**config.mk**
```make
export PLATFORM = sky130hd
export DESIGN_NAME = vector_compare_average_unit
export DESIGN_NICKNAME = d
export VERILOG_FILES = /design/src/pkg/vcau_pkg.sv /design/src/verilog/vector_compare_average_unit.sv /design/src/verilog/lane_slice.sv
export VERILOG_INCLUDE_DIRS = /design/src /design/src/pkg
export SDC_FILE = /design/constraint.sdc
export NUM_CORES = 1
export LEC_CHECK = 0
export ABC_CLOCK_PERIOD_IN_PS = 2600
export BUFFER_PORTS_ARGS = -buffer_cell sky130_fd_sc_hd__buf_2
export CORE_MARGIN = 10
export CORE_UTILIZATION = 51
export CTS_BUF_LIST = sky130_fd_sc_hd__clkbuf_8 sky130_fd_sc_hd__clkbuf_16
export DETAILED_ROUTE_END_ITERATION = 12
export GPL_TIMING_DRIVEN = 0
export HOLD_SLACK_MARGIN = 0.03
export PLACE_DENSITY = 0.87
export SYNTH_ARGS = -nofsm -noshare
export SYNTH_HDL_FRONTEND = slang
export SYNTH_HIERARCHICAL = 1
export SYNTH_SLANG_ARGS = --single-unit
```
**constraint.sdc**
```tcl
create_clock -name clk -period 2.6 [get_ports clk]
set_clock_uncertainty 0.2 [all_clocks]
set_input_delay 0.78 -clock clk [delete_from_list [all_inputs] [get_ports clk]]
set_output_delay 0.78 -clock clk [all_outputs]
set_load 0.01 [all_outputs]
```
**src/pkg/vcau_map.svh**
```systemverilog
// Opcode values, field positions and reset values of the compare/average unit
`ifndef VCAU_MAP_SVH
`define VCAU_MAP_SVH

// Primary opcode of every vector instruction
`define VCAU_PRIMARY_OPCODE 6'h0a
// Instruction word field positions
`define VCAU_PRIMARY_MSB 31
`define VCAU_PRIMARY_LSB 26
`define VCAU_DEST_MSB 25
`define VCAU_DEST_LSB 21
`define VCAU_SRC1_MSB 20
`define VCAU_SRC1_LSB 16
`define VCAU_SRC2_MSB 15
`define VCAU_SRC2_LSB 11
`define VCAU_RSVD_MSB 10
`define VCAU_RSVD_LSB 8
`define VCAU_SECONDARY_MSB 7
`define VCAU_SECONDARY_LSB 0
// Secondary opcodes
`define VCAU_SEC_AVG_H 8'h3a
`define VCAU_SEC_EQ_B 8'h40
`define VCAU_SEC_EQ_H 8'h41
`define VCAU_SEC_GE_B 8'h42
`define VCAU_SEC_GE_H 8'h43
`define VCAU_SEC_GT_B 8'h44
`define VCAU_SEC_GT_H 8'h45
`define VCAU_SEC_LE_B 8'h46
`define VCAU_SEC_LE_H 8'h47
`define VCAU_SEC_LT_B 8'h48
// Reset values of the result stage
`define VCAU_RESULT_RESET 64'h0000_0000_0000_0000
`define VCAU_DEST_RESET 5'h00
// Cycles from instruction taken to result shown
`define VCAU_LATENCY 1

`endif

```
**src/pkg/vcau_pkg.sv**
```systemverilog
// Types shared by the compare/average unit and its lane slices
package vcau_pkg;

  // Operation kind after decode
  typedef enum logic [2:0] {
    kind_none = 3'h0,
    kind_avg = 3'h1,
    kind_eq = 3'h2,
    kind_ge = 3'h3,
    kind_gt = 3'h4,
    kind_le = 3'h5,
    kind_lt = 3'h6
  } op_kind_t;

  // One packed 64-bit vector operand
  typedef logic [63:0] vec_t;

endpackage

```
**src/verilog/vector_compare_average_unit.sv**
```systemverilog
// Packed-vector execute stage for half-word average and lane compares
`include "vcau_map.svh"

module vector_compare_average_unit (
  // Clock and reset
  input wire logic clk,
  input wire logic rst,
  // Instruction and operands from decode
  input wire logic instr_valid,
  input wire logic [31:0] instr_word,
  input wire vcau_pkg::vec_t first_source_register,
  input wire vcau_pkg::vec_t second_source_register,
  // Result towards the register file
  output logic result_valid,
  output logic result_write,
  output logic [4:0] result_dest,
  output vcau_pkg::vec_t result_data,
  output logic instr_rejected
);
  import vcau_pkg::*;

  ////////////////////////////////////////////////////////////////////////////
  // Decode

  // Primary opcode matches the vector group
  logic primary_hit;
  // Secondary opcode field
  logic [7:0] secondary;
  // Decoded kind and lane width
  op_kind_t next_kind;
  logic next_byte;
  // Combined lane results
  vec_t next_data;

  // Secondary opcode to operation kind
  function automatic op_kind_t decode_kind(input logic [7:0] sec);
    case (sec)
      `VCAU_SEC_AVG_H: decode_kind = kind_avg;
      `VCAU_SEC_EQ_B, `VCAU_SEC_EQ_H: decode_kind = kind_eq;
      `VCAU_SEC_GE_B, `VCAU_SEC_GE_H: decode_kind = kind_ge;
      `VCAU_SEC_GT_B, `VCAU_SEC_GT_H: decode_kind = kind_gt;
      `VCAU_SEC_LE_B, `VCAU_SEC_LE_H: decode_kind = kind_le;
      `VCAU_SEC_LT_B: decode_kind = kind_lt;
      default: decode_kind = kind_none;
    endcase
  endfunction

  // Byte-lane forms are the even compare codes
  function automatic logic is_byte_form(input logic [7:0] sec);
    is_byte_form = (sec == `VCAU_SEC_EQ_B) || (sec == `VCAU_SEC_GE_B) ||
                   (sec == `VCAU_SEC_GT_B) || (sec == `VCAU_SEC_LE_B) ||
                   (sec == `VCAU_SEC_LT_B);
  endfunction

  // Field extraction; reserved bits are not checked
  assign primary_hit =
    (instr_word[`VCAU_PRIMARY_MSB:`VCAU_PRIMARY_LSB] == `VCAU_PRIMARY_OPCODE);
  assign secondary = instr_word[`VCAU_SECONDARY_MSB:`VCAU_SECONDARY_LSB];

  // Kind is none outside the vector group
  always_comb begin
    next_kind = primary_hit ? decode_kind(secondary) : kind_none;
    next_byte = is_byte_form(secondary);
  end

  ////////////////////////////////////////////////////////////////////////////
  // Lane datapath

  // Four 16-bit slices cover the 64-bit operands
  generate
    for (genvar s = 0; s < 4; s++) begin : g_slice
      lane_slice u_slice (
        .lane_a(first_source_register[16*s +: 16]),
        .lane_b(second_source_register[16*s +: 16]),
        .kind(next_kind),
        .byte_lanes(next_byte),
        .lane_res(next_data[16*s +: 16])
      );
    end
  endgenerate

  ////////////////////////////////////////////////////////////////////////////
  // Result stage

  // Valid strobe follows every offered instruction
  always_ff @(posedge clk or posedge rst) begin
    if (rst) begin
      result_valid <= 1'b0;
    end else begin
      result_valid <= instr_valid;
    end
  end

  // Write enable for supported, refusal for anything else
  always_ff @(posedge clk or posedge rst) begin
    if (rst) begin
      result_write <= 1'b0;
      instr_rejected <= 1'b0;
    end else begin
      // Only decoded operations write
      result_write <= instr_valid && (next_kind != kind_none);
      instr_rejected <= instr_valid && (next_kind == kind_none);
    end
  end

  // Destination index and data held until the next write
  always_ff @(posedge clk or posedge rst) begin
    if (rst) begin
      result_dest <= `VCAU_DEST_RESET;
      result_data <= `VCAU_RESULT_RESET;
    end else if (instr_valid && (next_kind != kind_none)) begin
      // Destination field
      result_dest <= instr_word[`VCAU_DEST_MSB:`VCAU_DEST_LSB];
      // Lane results
      result_data <= next_data;
    end
  end

  ////////////////////////////////////////////////////////////////////////////
  // Checks

  // Previous-cycle inputs for checking
  logic [31:0] prev_word;
  vec_t prev_a;
  vec_t prev_b;
  logic [7:0] prev_sec;
  logic [16:0] prev_sum0;

  // Capture the previous cycle's instruction word and operands, offered or not
  always_ff @(posedge clk or posedge rst) begin
    if (rst) begin
      prev_word <= 32'h0000_0000;
      prev_a <= 64'h0000_0000_0000_0000;
      prev_b <= 64'h0000_0000_0000_0000;
    end else begin
      prev_word <= instr_word;
      prev_a <= first_source_register;
      prev_b <= second_source_register;
    end
  end

  assign prev_sec = prev_word[`VCAU_SECONDARY_MSB:`VCAU_SECONDARY_LSB];
  assign prev_sum0 = {1'b0, prev_a[15:0]} + {1'b0, prev_b[15:0]};
endmodule

```
**src/verilog/lane_slice.sv**
```systemverilog
// One 16-bit slice: half-word average, or byte / half-word lane compares
module lane_slice (
  // Operand slices
  input wire logic [15:0] lane_a,
  input wire logic [15:0] lane_b,
  // Operation select
  input wire vcau_pkg::op_kind_t kind,
  input wire logic byte_lanes,
  // Slice result
  output logic [15:0] lane_res
);
  import vcau_pkg::*;

  // Sum with one spare carry bit
  logic [16:0] half_sum;

  // Unsigned lane test for the selected compare kind
  function automatic logic lane_test(input op_kind_t k,
                                     input logic [15:0] a,
                                     input logic [15:0] b);
    case (k)
      kind_eq: lane_test = (a == b);
      kind_ge: lane_test = (a >= b);
      kind_gt: lane_test = (a > b);
      kind_le: lane_test = (a <= b);
      kind_lt: lane_test = (a < b);
      default: lane_test = 1'b0;
    endcase
  endfunction

  // Carry kept so the halved sum never overflows
  assign half_sum = {1'b0, lane_a} + {1'b0, lane_b};

  // Pick average or replicated compare mask
  always_comb begin
    if (kind == kind_avg) begin
      // Sum shifted right by one
      lane_res = half_sum[16:1];
    end else if (byte_lanes) begin
      // Two byte lanes, each flag filling its byte
      lane_res = {{8{lane_test(kind, {8'h00, lane_a[15:8]},
                               {8'h00, lane_b[15:8]})}},
                  {8{lane_test(kind, {8'h00, lane_a[7:0]},
                               {8'h00, lane_b[7:0]})}}};
    end else begin
      // One half-word lane
      lane_res = {16{lane_test(kind, lane_a, lane_b)}};
    end
  end

endmodule

```
==> results.md <==
- The critical path data required time is 2.68 ns.
- The number of port buffers is 221.
- The H-tree depth reported by CTS is 3.
- The total die area is 25100 sq um.
- The mean instance size in the synthesized netlist is 8.94 sq um.
- The first global-routing pass estimated 44000 microns of wire.
- The number of antenna violations at the first check in global routing is 0.
- The kind of path behind the tightest hold check is register to register.
- The TritonCTS clock tree is built.
- Across every metal layer, demand over resource in global routing totals 21.1%.
- The number of placement rows is 50.
- The number of nets in the layout is 1672.
- In this run the count of I/O pins placed on the die edge is 235.
- The power density of the placed cells is 310 nW/um^2.
- The number of clock buffers added by TritonCTS is 9.
- Among all cell types in the netlist, the one instantiated most often is sky130_fd_sc_hd__ha_1.
- The floorplan step set the die width to 158 microns.
- The run finished, with violations left.
- The number of failing setup endpoints in the final timing report is 69.
- The clock edge transition at the registers on the reported setup and hold paths is 0.06 ns.
- The multi-input combinational cells in the finished layout cover a total of 7720 sq um.
- The sequential element share of the synthesized area is 18.4%.
- For this block, the routed nets add up to 29000 microns of wire.
- The area inside the core boundary is 18800 sq um.
- The via count of the first global-routing pass is 9159.
- In the final layout, the share of cells above drive strength 1 is 39.0%.
- The total nets after synthesis is 1393.
- The first-pass detailed-route iteration total is 5.
- The count of nets left with antenna violations once routing finished came out at 0.
- Across all hold checks on the routed design, the worst slack comes to 0.307 ns.
- The total number of vias is 9205.
- IR analysis of the VDD net gives a maximum drop of 214 uV.
- The count of max-cap constraint violations is 0.
- Setup slack on the critical path of the routed design comes to -0.922 ns.
- Fill cells in the final layout number 1461.
- After synthesis, the largest area contributor takes up 18.4% of total cell area.
- The post-route clock period utilization is 135%.
- The prevailing post-synth register cell is sky130_fd_sc_hd__dfrtp_1.
- For the pin with the worst max-slew slack, the measured transition is 0.806 ns.
- Sorting the synthesized cells by area gives the leading types as sky130_fd_sc_hd__dfrtp_1 18%, sky130_fd_sc_hd__ha_1 17%, sky130_fd_sc_hd__mux2_4 11%, sky130_fd_sc_hd__inv_1 5.0%, sky130_fd_sc_hd__xnor2_1 4.3%.
- The total overflow reported by the global router is 0.
- After detailed routing, the number of remaining DRC violations is 0.
- The total placed cells including tap cells is 1550.
- Yosys mapped a number of flops with a built-in enable equal to 0.
- After detailed routing, the number of vias per cell comes to 5.71.
- Setup repair after global routing could not meet its margin everywhere.
- In this run the deepest clock path goes through 2 buffers.
- The launching element type of the critical path is an input pin.
- The kind of capture point of the worst setup path is a register.
- The total count of hold-check failures in the final report is 0.
- The worst endpoint data arrival time is 3.60 ns.
- The gate count of the mapped netlist is 1094.
- The checks that failed: negative setup slack.
- After detailed routing, the average wire length per cell comes to 18.0 microns.
- The synthesized netlist occupies a cell area of 9780 sq um.
- The max-slew violation count is 0.
- For this run, the top clock speed supported by timing is 284 MHz.
- The number of standard cells in the layout, taps in and fillers out is 1612.
- Measured against its own limit, the worst slew margin works out to 46.2%.
- The largest net degree at the start of global routing is 38.
- The insertion delay to the later sink of the worst-skew pair is 0.34 ns.
- The share of async-settable or async-resettable flops after synthesis is 100%.
- Detailed placement finished with a half-perimeter wire length of 21800 microns.
- The routability-driven placement congestion ratio is 0.926.
- The worst setup path is of the input pin to register kind.
- The number of antenna cells inserted is 0.
- The routed design could run at a clock period as short as 3.52 ns.
- The detailed router's first-iteration violation count is 566.
- Setup total negative slack on the finished layout was measured at -52.95 ns.
- The commonest cells after synthesis are 132 x sky130_fd_sc_hd__ha_1, 130 x sky130_fd_sc_hd__inv_1, 80 x sky130_fd_sc_hd__nor2_1.
- During synthesis, Yosys emitted a total of 6 warnings.
- The sequential cell area is 1800 sq um.
- The CTS sink count is 72.
- In this run the static leakage power is 6.49 nW.
- The post-synthesis cell type count is 95.
- The power consumption is 0.00389 W.
- The maximum fanout count along the critical path is 8.
- The largest total area in the synthesized netlist belongs to sky130_fd_sc_hd__dfrtp_1.
- The clock tree root buffer cell is sky130_fd_sc_hd__clkbuf_16.
- The die outline height is 158 microns.
- The growth of design area from synthesis to finish is 28.3%.
- The flop and latch count out of synthesis is 72.
- The initial utilization of the core area, before any placement, comes to 52.1%.
-- sequential cells by signal (all words and copies together), names as in the netlist --
name,cells
result_data,64
result_dest,5
result_write,1
instr_rejected,1
result_valid,1
-- power breakdown --
part	total (W)	internal (W)	switching [W]	leakage [nW]
combinational	0.00145	0.000617	0.000828	5.35
clock	0.00132	0.000784	0.000540	0.148
sequential	0.00112	0.00112	0.00000104	1.00
-- worst paths after layout --
kind                            startpoint              end  slack [ns]  cells past startpoint
max                          instr_word[7]  result_data[10]       -0.92                     14
min                        result_data[47]  result_data[47]        0.31                      1
max reg2reg                result_data[26]  result_data[26]        1.60                      1
min reg2reg                result_data[47]  result_data[47]        0.31                      1
max in group asynchronous              rst   result_data[1]        1.17                      3
min in group asynchronous              rst   result_dest[0]        0.38                      2
-- kinds of logic after synthesis --
kind of cell,count (synthesis),share of synthesized area [%]
buf+inv,170,8.39
flops,72,18.4
xor+xnor,54,4.83
simple gates,288,17.1
fa+ha+maj,136,17.7
compound gates,300,22.4
mux,74,11.1
-- routing by layer --
layer  vias up  part of all wire, %  GRT usage (%)
li1       4502                    -              -
met1      4327                   44           27.6
met2       324                   49           35.9
met3        52                  5.2           1.89
met4         0                  2.0           6.40
met5         -                    0              0
-- metrics by stage --
step,area [sq um],setup slack (ns),utilization (%)
after floorplan,9850,-1.18,-
after global placement,11200,-1.87,59.9
after detailed placement,11300,-1.90,60.0
after CTS,12000,-0.844,63.9
after global routing,12600,-1.02,66.9
final,12600,-0.922,66.9
-- worst max-delay path: stages --
cell                         delay [ns]
sky130_fd_sc_hd__buf_6             0.09
sky130_fd_sc_hd__or4b_4            0.58
sky130_fd_sc_hd__buf_6             0.15
sky130_fd_sc_hd__nor4b_4           0.27
sky130_fd_sc_hd__buf_6             0.16
sky130_fd_sc_hd__buf_4             0.11
sky130_fd_sc_hd__buf_6             0.11
sky130_fd_sc_hd__clkinvlp_4        0.09
sky130_fd_sc_hd__or3_4             0.34
sky130_fd_sc_hd__or3_4             0.35
sky130_fd_sc_hd__o41ai_4           0.07
sky130_fd_sc_hd__o22ai_4           0.18
sky130_fd_sc_hd__o21ai_1           0.14
sky130_fd_sc_hd__mux2_4            0.16
-- cell usage in the layout (no fill, tap or decap), types with 16 or more instances in the layout --
master and n:
sky130_fd_sc_hd__buf_2 223, sky130_fd_sc_hd__ha_1 132, sky130_fd_sc_hd__inv_1 127, sky130_fd_sc_hd__nor2_1 80, sky130_fd_sc_hd__dfrtp_1 72, sky130_fd_sc_hd__mux2_4 69, sky130_fd_sc_hd__a21oi_1 69, sky130_fd_sc_hd__xnor2_1 48
sky130_fd_sc_hd__nand2_1 42, sky130_fd_sc_hd__buf_4 39, sky130_fd_sc_hd__buf_6 26, sky130_fd_sc_hd__o21ai_0 21, sky130_fd_sc_hd__o21ai_2 21, sky130_fd_sc_hd__o21ai_1 20, sky130_fd_sc_hd__o22ai_2 20, sky130_fd_sc_hd__nor3_1 18
sky130_fd_sc_hd__o21bai_1 16
-- final cells by class --
type / instances / share of cell area (%)
Multi-Input combinational cell: 854 / 61.5
Sequential cell: 72 / 14.4
Timing Repair Buffer: 267 / 12.3
Inverter: 134 / 4.07
Buffer: 35 / 2.97
Tap cell: 234 / 2.33
Clock buffer: 10 / 1.90
Clock inverter: 6 / 0.588
-- repair_timing --
action | CTS | global route
buffers inserted | 29 | 18
endpoints found under the setup margin | 69 | 69
resized for setup | 44 | 98
hold buffers | 0 | 0
pin swaps | 18 | 33
gates cloned | 2 | 1
No activity file was read; power rests on OpenSTA's default activity.
